<file path="src/mrp_defs.vh">
`ifndef MRP_DEFS_VH
`define MRP_DEFS_VH
`define MRP_OFF_DUTY0      8'h28
`define MRP_OFF_DUTY7      8'h44
`define MRP_OFF_HOLE       8'h3c
`define MRP_OFF_FINE       8'h48
`define MRP_OFF_COARSE     8'h4c
`define MRP_OFF_PIN_SEL    8'h54
`define MRP_OFF_WIDE_SEL   8'h58
`define MRP_OFF_POLARITY   8'h5c
`define MRP_OFF_STATUS     8'h60
`define MRP_POL_SEVEN      0
`define MRP_POL_SIX        1
`define MRP_POL_WIDE       2
`define MRP_RST_DUTY       7'h00
`define MRP_RST_FINE       7'h7f
`define MRP_RST_COARSE     7'h00
`define MRP_RST_PIN_SEL    8'h00
`define MRP_RST_POLARITY   3'h0
`define MRP_PRESCALE       3
`define MRP_RESP_OKAY      2'h0
`define MRP_RESP_SLVERR    2'h2
`endif

</file>
<file path="src/mrp_narrow_chan.v">
module mrp_narrow_chan #(
  parameter BITS = 7
) (
  input  wire            clk_i,
  input  wire            srst_i,
  input  wire            tick_i,
  input  wire [BITS-1:0] duty_i,
  input  wire            polarity_i,
  input  wire            pin_select_i,
  input  wire            port_line_i,
  output reg             pin_o
);
  reg [BITS-1:0] count;

  // wraps every 2**BITS ticks: 64*3=192, 128*3=384 crystal periods
  always @(posedge clk_i) begin
    if (srst_i) begin
      count <= {BITS{1'b0}};
      pin_o <= 1'b0;
    end else begin
      if (tick_i) begin
        count <= count + {{(BITS-1){1'b0}}, 1'b1};
      end
      if (pin_select_i) begin
        pin_o <= (count < duty_i) ^ polarity_i;
      end else begin
        pin_o <= port_line_i;
      end
    end
  end
endmodule

</file>
<file path="src/mrp_pwm_top.v">
`include "mrp_defs.vh"
module mrp_pwm_top (
  input  wire        clk_i,
  input  wire        srst_i,
  input  wire [7:0]  s_axi_awaddr,
  input  wire        s_axi_awvalid,
  output wire        s_axi_awready,
  input  wire [31:0] s_axi_wdata,
  input  wire [3:0]  s_axi_wstrb,
  input  wire        s_axi_wvalid,
  output wire        s_axi_wready,
  output reg  [1:0]  s_axi_bresp,
  output reg         s_axi_bvalid,
  input  wire        s_axi_bready,
  input  wire [7:0]  s_axi_araddr,
  input  wire        s_axi_arvalid,
  output wire        s_axi_arready,
  output reg  [31:0] s_axi_rdata,
  output reg  [1:0]  s_axi_rresp,
  output reg         s_axi_rvalid,
  input  wire        s_axi_rready,
  input  wire [7:0]  port_line_i,
  input  wire        port_line_thirteen_i,
  output wire [7:0]  channel_pin_o,
  output wire        wide_channel_out_o
);
  reg  [6:0]  duty [0:7];
  reg  [6:0]  fine_select_latch;
  reg  [6:0]  coarse_width_latch;
  reg  [13:0] wide_working_register;
  reg  [7:0]  channel_pin_select;
  reg         wide_channel_pin_select;
  reg  [2:0]  polarity;
  reg  [1:0]  prescale;
  reg         tick;
  reg  [7:0]  aw_addr;
  reg         aw_held;
  reg  [31:0] w_data;
  reg         w_held;
  wire [13:0] wide_count;
  integer     i;

  // write side takes address and data in either order, answers after both
  assign s_axi_awready = !aw_held && !s_axi_bvalid;
  assign s_axi_wready  = !w_held && !s_axi_bvalid;
  assign s_axi_arready = !s_axi_rvalid;

  wire       aw_now   = aw_held | (s_axi_awvalid & s_axi_awready);
  wire       w_now    = w_held | (s_axi_wvalid & s_axi_wready);
  wire [7:0] wr_addr  = aw_held ? aw_addr : s_axi_awaddr;
  wire [31:0] wr_data = w_held ? w_data : s_axi_wdata;
  wire [3:0] wr_strb  = s_axi_wstrb;
  wire       do_write = aw_now && w_now && !s_axi_bvalid;
  reg  [3:0] w_strb;
  wire [3:0] eff_strb = w_held ? w_strb : wr_strb;

  function is_duty;
    input [7:0] a;
    begin
      // latch offsets 10..17 times four, slot 15 absent
      is_duty = (a >= `MRP_OFF_DUTY0) && (a <= `MRP_OFF_DUTY7) && (a[1:0] == 2'b00)
                && (a != `MRP_OFF_HOLE);
    end
  endfunction

  function wr_known;
    input [7:0] a;
    begin
      wr_known = is_duty(a) || a == `MRP_OFF_FINE || a == `MRP_OFF_COARSE
                 || a == `MRP_OFF_PIN_SEL || a == `MRP_OFF_WIDE_SEL
                 || a == `MRP_OFF_POLARITY;
    end
  endfunction

  // slot index into duty array: (offset-0x28)/4, channel 5 never written
  wire [2:0] wr_slot = wr_addr[4:2] + 3'h6;
  wire [2:0] rd_slot = s_axi_araddr[4:2] + 3'h6;

  // xtal/3 prescaler shared by all channels
  always @(posedge clk_i) begin
    if (srst_i) begin
      prescale <= 2'h0;
      tick     <= 1'b0;
    end else begin
      prescale <= (prescale == `MRP_PRESCALE - 1) ? 2'h0 : prescale + 2'h1;
      tick     <= (prescale == `MRP_PRESCALE - 1);
    end
  end

  always @(posedge clk_i) begin
    if (srst_i) begin
      for (i = 0; i < 8; i = i + 1) begin
        duty[i] <= `MRP_RST_DUTY;
      end
      fine_select_latch       <= `MRP_RST_FINE;
      coarse_width_latch      <= `MRP_RST_COARSE;
      wide_working_register   <= {`MRP_RST_COARSE, `MRP_RST_FINE};
      channel_pin_select      <= `MRP_RST_PIN_SEL;
      wide_channel_pin_select <= 1'b0;
      polarity                <= `MRP_RST_POLARITY;
      aw_held                 <= 1'b0;
      aw_addr                 <= 8'h00;
      w_held                  <= 1'b0;
      w_data                  <= 32'h00000000;
      w_strb                  <= 4'h0;
      s_axi_bvalid            <= 1'b0;
      s_axi_bresp             <= `MRP_RESP_OKAY;
    end else begin
      if (s_axi_bvalid && s_axi_bready) begin
        s_axi_bvalid <= 1'b0;
      end
      if (do_write) begin
        aw_held      <= 1'b0;
        w_held       <= 1'b0;
        s_axi_bvalid <= 1'b1;
        s_axi_bresp  <= wr_known(wr_addr) ? `MRP_RESP_OKAY : `MRP_RESP_SLVERR;
        if (eff_strb[0]) begin
          if (is_duty(wr_addr)) begin
            duty[wr_slot] <= wr_data[6:0];
          end
          if (wr_addr == `MRP_OFF_FINE) begin
            fine_select_latch     <= wr_data[6:0];
            wide_working_register <= {coarse_width_latch, wr_data[6:0]};
          end
          if (wr_addr == `MRP_OFF_COARSE) begin
            coarse_width_latch    <= wr_data[6:0];
            wide_working_register <= {wr_data[6:0], fine_select_latch};
          end
          if (wr_addr == `MRP_OFF_PIN_SEL) begin
            channel_pin_select <= wr_data[7:0] & 8'hdf;
          end
          if (wr_addr == `MRP_OFF_WIDE_SEL) begin
            wide_channel_pin_select <= wr_data[0];
          end
          if (wr_addr == `MRP_OFF_POLARITY) begin
            polarity <= wr_data[2:0];
          end
        end
      end else begin
        if (s_axi_awvalid && s_axi_awready) begin
          aw_held <= 1'b1;
          aw_addr <= s_axi_awaddr;
        end
        if (s_axi_wvalid && s_axi_wready) begin
          w_held <= 1'b1;
          w_data <= s_axi_wdata;
          w_strb <= s_axi_wstrb;
        end
      end
    end
  end

  always @(posedge clk_i) begin
    if (srst_i) begin
      s_axi_rvalid <= 1'b0;
      s_axi_rdata  <= 32'h00000000;
      s_axi_rresp  <= `MRP_RESP_OKAY;
    end else if (s_axi_rvalid) begin
      if (s_axi_rready) begin
        s_axi_rvalid <= 1'b0;
      end
    end else if (s_axi_arvalid) begin
      s_axi_rvalid <= 1'b1;
      s_axi_rresp  <= `MRP_RESP_OKAY;
      s_axi_rdata  <= 32'h00000000;
      if (is_duty(s_axi_araddr)) begin
        s_axi_rdata <= {25'h0000000, duty[rd_slot]};
      end else if (s_axi_araddr == `MRP_OFF_FINE) begin
        s_axi_rdata <= {25'h0000000, fine_select_latch};
      end else if (s_axi_araddr == `MRP_OFF_COARSE) begin
        s_axi_rdata <= {25'h0000000, coarse_width_latch};
      end else if (s_axi_araddr == `MRP_OFF_PIN_SEL) begin
        s_axi_rdata <= {24'h000000, channel_pin_select};
      end else if (s_axi_araddr == `MRP_OFF_WIDE_SEL) begin
        s_axi_rdata <= {31'h00000000, wide_channel_pin_select};
      end else if (s_axi_araddr == `MRP_OFF_POLARITY) begin
        s_axi_rdata <= {29'h00000000, polarity};
      end else if (s_axi_araddr == `MRP_OFF_STATUS) begin
        // live counter and working register, read-only
        s_axi_rdata <= {4'h0, wide_working_register, wide_count};
      end else begin
        s_axi_rresp <= `MRP_RESP_SLVERR;
      end
    end
  end

  // port lines: two-flop synchronisers before use
  reg [8:0] port_meta;
  reg [8:0] port_sync;
  always @(posedge clk_i) begin
    if (srst_i) begin
      port_meta <= 9'h000;
      port_sync <= 9'h000;
    end else begin
      port_meta <= {port_line_thirteen_i, port_line_i};
      port_sync <= port_meta;
    end
  end

  genvar g;
  generate
    for (g = 0; g < 8; g = g + 1) begin : g_chan
      if (g == 5) begin : g_none
        // no channel five: pin stays a plain port line
        assign channel_pin_o[g] = port_sync[g];
      end else if (g < 4) begin : g_seven
        mrp_narrow_chan #(.BITS(7)) u_ch (
          .clk_i        (clk_i),
          .srst_i       (srst_i),
          .tick_i       (tick),
          .duty_i       (duty[g]),
          .polarity_i   (polarity[`MRP_POL_SEVEN]),
          .pin_select_i (channel_pin_select[g]),
          .port_line_i  (port_sync[g]),
          .pin_o        (channel_pin_o[g])
        );
      end else begin : g_six
        mrp_narrow_chan #(.BITS(6)) u_ch (
          .clk_i        (clk_i),
          .srst_i       (srst_i),
          .tick_i       (tick),
          .duty_i       (duty[g][5:0]),
          .polarity_i   (polarity[`MRP_POL_SIX]),
          .pin_select_i (channel_pin_select[g]),
          .port_line_i  (port_sync[g]),
          .pin_o        (channel_pin_o[g])
        );
      end
    end
  endgenerate

  mrp_wide_chan u_wide (
    .clk_i        (clk_i),
    .srst_i       (srst_i),
    .tick_i       (tick),
    .working_i    (wide_working_register),
    .polarity_i   (polarity[`MRP_POL_WIDE]),
    .pin_select_i (wide_channel_pin_select),
    .port_line_i  (port_sync[8]),
    .pin_o        (wide_channel_out_o),
    .count_o      (wide_count)
  );
endmodule

</file>
<file path="src/mrp_wide_chan.v">
module mrp_wide_chan (
  input  wire        clk_i,
  input  wire        srst_i,
  input  wire        tick_i,
  input  wire [13:0] working_i,
  input  wire        polarity_i,
  input  wire        pin_select_i,
  input  wire        port_line_i,
  output reg         pin_o,
  output reg  [13:0] count_o
);
  wire [6:0] step      = count_o[6:0];
  wire [6:0] subperiod = count_o[13:7];
  wire [6:0] coarse_v  = working_i[13:7];
  wire [6:0] fine_v    = working_i[6:0];
  reg        coarse_out;
  reg        fine_out;
  reg        select_hit;
  integer    b;

  // bit b clear selects subperiods whose lowest set bit is bit (6-b); 0 never selected
  always @* begin
    select_hit = 1'b0;
    for (b = 0; b < 7; b = b + 1) begin
      if (!fine_v[b] && subperiod[6-b] && (subperiod & ((7'h01 << (6-b)) - 7'h01)) == 7'h00)
        select_hit = 1'b1;
    end
  end

  always @* begin
    coarse_out = (step > coarse_v);
    fine_out   = select_hit && (step == 7'h00);
  end

  always @(posedge clk_i) begin
    if (srst_i) begin
      count_o <= 14'h0000;
      pin_o   <= 1'b0;
    end else begin
      if (tick_i) begin
        count_o <= count_o + 14'h0001;
      end
      if (pin_select_i) begin
        pin_o <= (coarse_out | fine_out) ^ polarity_i;
      end else begin
        pin_o <= port_line_i;
      end
    end
  end
endmodule

</file>
<file path="config.mk">
export PLATFORM = sky130hd
export DESIGN_NAME = mrp_pwm_top
export DESIGN_NICKNAME = d
export VERILOG_FILES = /design/src/mrp_narrow_chan.v /design/src/mrp_pwm_top.v /design/src/mrp_wide_chan.v
export VERILOG_INCLUDE_DIRS = /design/src
export SDC_FILE = /design/constraint.sdc
export NUM_CORES = 1
export LEC_CHECK = 0
export ABC_AREA = 1
export BUFFER_PORTS_ARGS = -buffer_cell sky130_fd_sc_hd__buf_4
export CORE_MARGIN = 5
export CORE_UTILIZATION = 25
export DETAILED_ROUTE_END_ITERATION = 6
export PLACE_DENSITY = 0.45
export RECOVER_POWER = 100
export SKIP_LAST_GASP = 1
export SYNTH_ARGS = -nofsm -noshare
export SYNTH_HDL_FRONTEND = slang
export SYNTH_SLANG_ARGS = --single-unit
</file>
<file path="constraint.sdc">
create_clock -name clk_i -period 3.4 [get_ports clk_i]
set_input_delay 0.34 -clock clk_i [delete_from_list [all_inputs] [get_ports clk_i]]
set_output_delay 0.34 -clock clk_i [all_outputs]
set_load 0.02 [all_outputs]
</file>
After elaboration in Yosys (flattened, before gate mapping). Memories as Yosys holds them, arrays and structs flattened. Index checks and enable logic that the tools add are counted.

$add $sub $neg: 11. Magnitude comparators: 12. Equality and inequality tests: 14. Mux-type cells: 50. Bitwise logic cells: 15. Reductions and logical operators: 66.

Operators by type and width (count): 28-bit two-way mux (7); 8-bit by 7-bit equality test with 1-bit output, second input constant (11); 7-bit zero test (7); 1-bit two-way mux (29); 7-bit by 1-bit adder with 7-bit output, second input constant (4); 7-bit less-than comparator (4); 14-bit two-way mux (2); 1-bit logical AND (27); 6-bit by 1-bit adder with 6-bit output, second input constant (3); 6-bit less-than comparator (3); 3-bit AND reduction (6); 8-bit by 6-bit greater-or-equal comparator with 1-bit output, second input constant (2); 8-bit by 7-bit <= comparator with 1-bit output, second input constant (2); 2-bit two-way mux (8); 8-bit two-way mux (2); 8-bit by 6-bit != test with 1-bit output, second input constant (2); 14-bit by 1-bit adder with 14-bit output, second input constant (1); 1-bit zero test (11); 1-bit bitwise XOR (8); 7-bit > comparator (1); 7-bit two-way mux (1); 7-bit OR reduction (1); 3-bit adder, second input constant (2); 2-bit AND reduction (3); other kinds (10) (21).

Flip-flop bits (word level): 185. Memory bits (writable): 56. Input bits: 68. Output and inout port bits: 50. Memories: 1.

Memory list: duty (depth 8, width 7, read ports 8, clocked after Yosys merged registers in 0, write ports 8, line mrp_pwm_top.v:27) `reg [6:0] duty [0:7];`.

Longest topological paths before layout.
Depth after elaboration: 14. Gate-level depth with buffers: 16. Gate-level depth less buffers: 16.

Modules after synthesis. From an unflattened synthesis, not the netlist that was laid out.

Cell total of the unflattened synthesis: 1651. Area total of the unflattened synthesis: 12255.5 um^2.

By module, submodules not included: mrp_pwm_top (instances 1, cells each 984, area an instance 7776.2 um^2, sequential area each 3903.7 um^2); mrp_narrow_chan (g_chan[0].g_seven.u_ch ...) (instances 4, cells each 79, area an instance 521.8 um^2, sequential area each 160.2 um^2); mrp_narrow_chan (g_chan[4].g_six.u_ch ...) (instances 3, cells each 67, area an instance 457.9 um^2, sequential area each 140.1 um^2); mrp_wide_chan (instances 1, cells each 150, area an instance 1018.5 um^2, sequential area each 300.3 um^2).

Worst setup path before layout. No wires, ideal clock.

Path kind: flip-flop to flip-flop. Start: register aw_held. End: memory duty[2][0], enable pin. Data arrival time: 2.351 ns. Path slack: 0.669 ns. Cell stages (with the launch flop): 12. Path buffers: 2. Clock period less this slack: 2.731 ns. Path through: dfxtp_1 -> buf_2 -> nor2_1 -> nand2_1 -> nand2_1 -> inv_1 -> nor2_1 -> nand2_1 -> nor3_4 -> nand4_1 -> buf_2 -> o21ai_0.

RTL lines: start: declaration (line mrp_pwm_top.v:37) `reg aw_held;`; start signal: assignment (line mrp_pwm_top.v:101) `aw_held <= 1'b0;`; start signal: assignment (line mrp_pwm_top.v:113) `aw_held <= 1'b0;`; start signal: assignment (line mrp_pwm_top.v:141) `aw_held <= 1'b1;`; end: declaration (line mrp_pwm_top.v:27).

==> flow_summary.json <==
{
  "outcome": "finished, violations left",
  "violations": "capacitance limit, slew limit",
  "ys_async_sr_fraction_pct": 0,
  "cp.arrival_ns": 3.23,
  "ys.flop_type": "dfxtp_1",
  "cts_sinks": 235,
  "hold_slack_ns": 0.0278,
  "min-delay-path-class": "input pin to register",
  "cpMostUsedCell": "nand2_1",
  "most-common-layout-cells": "nand2_1 (206), inv_1 (188), dfxtp_1 (179), nor2_1 (166), o21ai_0 (141)",
  "cts_buffers": 28,
  "gr-total-overflow": 0,
  "synthToLayoutAreaGrowth_pct": 18.0,
  "cap_violations": 1,
  "initial_core_util_pct": 25.3,
  "grt_max_degree": 60,
  "critPathTopFamily": "simple AND/OR/NAND/NOR gates",
  "drc": 0,
  "ys_seq_area_share_pct": 46.9,
  "dp.cells": 2085,
  "cts.htree.levels": 1,
  "synth_area_sq_mm": 0.0112,
  "power_density_mw_per_mm2": 511,
  "crit_path_max_fanout": 24,
  "wirelength_um": 33500,
  "yosysWarnings": 0,
  "p_leak_uw": 0.00539,
  "nFillCells": 4937,
  "slew_violations": 33,
  "rsz0062_at_grt": "no",
  "dieArea_sq_mm": 0.0492,
  "cp.required_ns": 3.63,
  "n_antenna_cell": 0,
  "core_sq_mm": 0.0443,
  "ir_drop_mv": 0.323,
  "grt_pass1_vias": 9330,
  "drtIter0Drc": 608,
  "dr.pass1.iters": 5,
  "gp_congestion": 0.829,
  "placed_area_sq_mm": 0.0125,
  "path_cells": "inv_1 > nand2_1 > nand2_1 > nand2_1 > o21ai_0 > nand2_1 > and2_0 > nand4_1 > clkbuf_2 > o21ai_0 > clkbuf_2",
  "path_class": "register to register",
  "r2r_cells": 11,
  "period_minus_slack_ns": 3.00,
  "final_common_cell": "nand2_1",
  "die_h_um": 222,
  "cts_buffer_depth": 3,
  "layout-drive-gt1-share_pct": 7.79,
  "grt_pass1_wl_um": 52800,
  "finalSetupViolCount": 0,
  "endpoint_kind": "register",
  "syn_area_per_cell_sq_um": 7.76,
  "clock_latency_ns": 0.55,
  "grt_antenna_before_repair": 1,
  "fin_crit_sh_pct": 88.3,
  "power.total_uw": 6760,
  "synth_edf_count": 56,
  "finalHoldViolCount": 0,
  "cp-start-kind": "register",
  "tightestPinTransition_ns": 1.94,
  "instances_no_fill": 2146,
  "critical_path_buf_inv_count": 3,
  "cts_tree": "yes",
  "post-cts-setup-buffers": 0,
  "fmax_mhz": 333,
  "cts_root_buffer": "clkbuf_16",
  "hpwl_um": 24600,
  "fin_setup_tns_ns": 0,
  "numPortBuffers": 84,
  "max_slew_margin_pct": -29.5,
  "slowest_delay_ns": 0.55,
  "slowest_stage": "dfxtp_1",
  "fin_area_sq_mm": 0.0132,
  "avgViaCountPerCell": 4.47,
  "wire_per_inst_um": 15.6,
  "fin_skew_ns": 0.0218,
  "hold-path-cell-count": 3,
  "ioPinCount": 118,
  "vias": 9590,
  "grt_usage_pct": 13.2,
  "rows": 77,
  "die_x_um": 222,
  "yosys_register_bits": 235,
  "worst-path-stages": 11,
  "ant_nets": 0,
  "fin_nets": 1656,
  "path_clk_slew_ns": 0.06,
  "ys_types": 41,
  "synthCells": 1446,
  "regArea_sq_mm": 0.00527,
  "multiInputGateArea_sq_mm": 0.00490
}
[synthesized netlist by cell type (5+ instances only)]
master	n	area share, %
edfxtp_1	56	15
ha_1	56	6.2
clkbuf_1	48	1.6
nand3_1	62	2.8
buf_1	6	0.20
nand2_1	204	6.8
dfxtp_1	179	32
nand4_1	14	0.78
nor2_1	166	5.6
nor3_1	79	3.5
o211ai_1	21	1.4
buf_4	14	0.94
inv_1	188	6.3
a21oi_1	133	5.9
buf_2	8	0.36
o21ai_0	140	6.2
o21a_1	5	0.33
or2_2	8	0.45
o22ai_1	25	1.4
[registers in the layout, summed over array words and instances, names as in the netlist, 3 cells and up]
signal,count
wide_working_register,14
g_chan.g_seven.u_ch.pin_o,4
duty,56
fine_select_latch,7
port_meta,9
s_axi_rdata,28
u_wide.count_o,14
coarse_width_latch,7
channel_pin_select,7
g_chan.g_six.u_ch.count,18
w_data,8
g_chan.g_seven.u_ch.count,28
g_chan.g_six.u_ch.pin_o,3
aw_addr,8
port_sync,9
polarity,3
[final timing paths]
check	startpoint	endpoint	slack (ns)
worst max register to register	aw_held	duty[3][1]	0.40
worst min register to register	port_meta[8]	port_sync[8]	0.40
worst min-delay path	s_axi_wdata[5]	w_data[5]	0.03
worst max-delay path	aw_held	duty[3][1]	0.40
[worst min-delay path, stage by stage]
cell and delay, ns:
buf_4 0.08, nor2_1 0.03, nor2_1 0.08
[kinds of logic (layout without fill, tap and decap cells)]
family,count (synthesis),after routing,share of synthesized area [%]
adder cells (fa/ha/maj),56,56,6.25
other,1,13,0.0334
XOR/XNOR,1,1,0.0781
flip-flops,235,235,46.9
AO/OA/AOI/OAI,335,335,16.1
AND/OR/NAND/NOR,548,548,20.9
buffers and inverters,270,366,9.73
[metal layers]
metal	wire length (um)	global-route usage (%)	up-vias	share of wire (%)
met1	16600	18.9	4415	49
met3	1360	1.55	36	4.0
met4	465	2.55	2	1.4
met2	15100	21.7	159	45
li1	-	-	4978	-
met5	7	0	-	0.021
[area by class of cell]
cell class              count  area share (%)
clock buffers              45            6.16
flip-flops and latches    235            39.8
inverters                 192            5.45
well taps                 592            5.60
clock inverters             7           0.350
multi-input cells         953            37.0
repair buffers            122            5.62
[per-stage QoR]
stage / utilization (%) / setup slack (ns)
after floorplan: - / 0.669
after global placement: 28.2 / 0.583
after detailed placement: 28.2 / 0.535
after CTS: 30.3 / 0.522
after global routing: 29.9 / 0.109
final: 29.9 / 0.398
[power by group]
| group | leakage [uW] | total, uW | switching (uW) | internal (uW) |
|---|---|---|---|---|
| clock | 0.000425 | 2810 | 1170 | 1640 |
| combinational | 0.00294 | 893 | 634 | 259 |
| sequential | 0.00203 | 3050 | 76.0 | 2980 |
| total | 0.00539 | 6760 | 1880 | 4880 |
[timing repair]
action                    in CTS  in global routing
hold buffers                   9                  0
hold endpoints to repair       9                  0
resized for setup              0                  0
No activity file was read; power rests on OpenSTA's default activity.
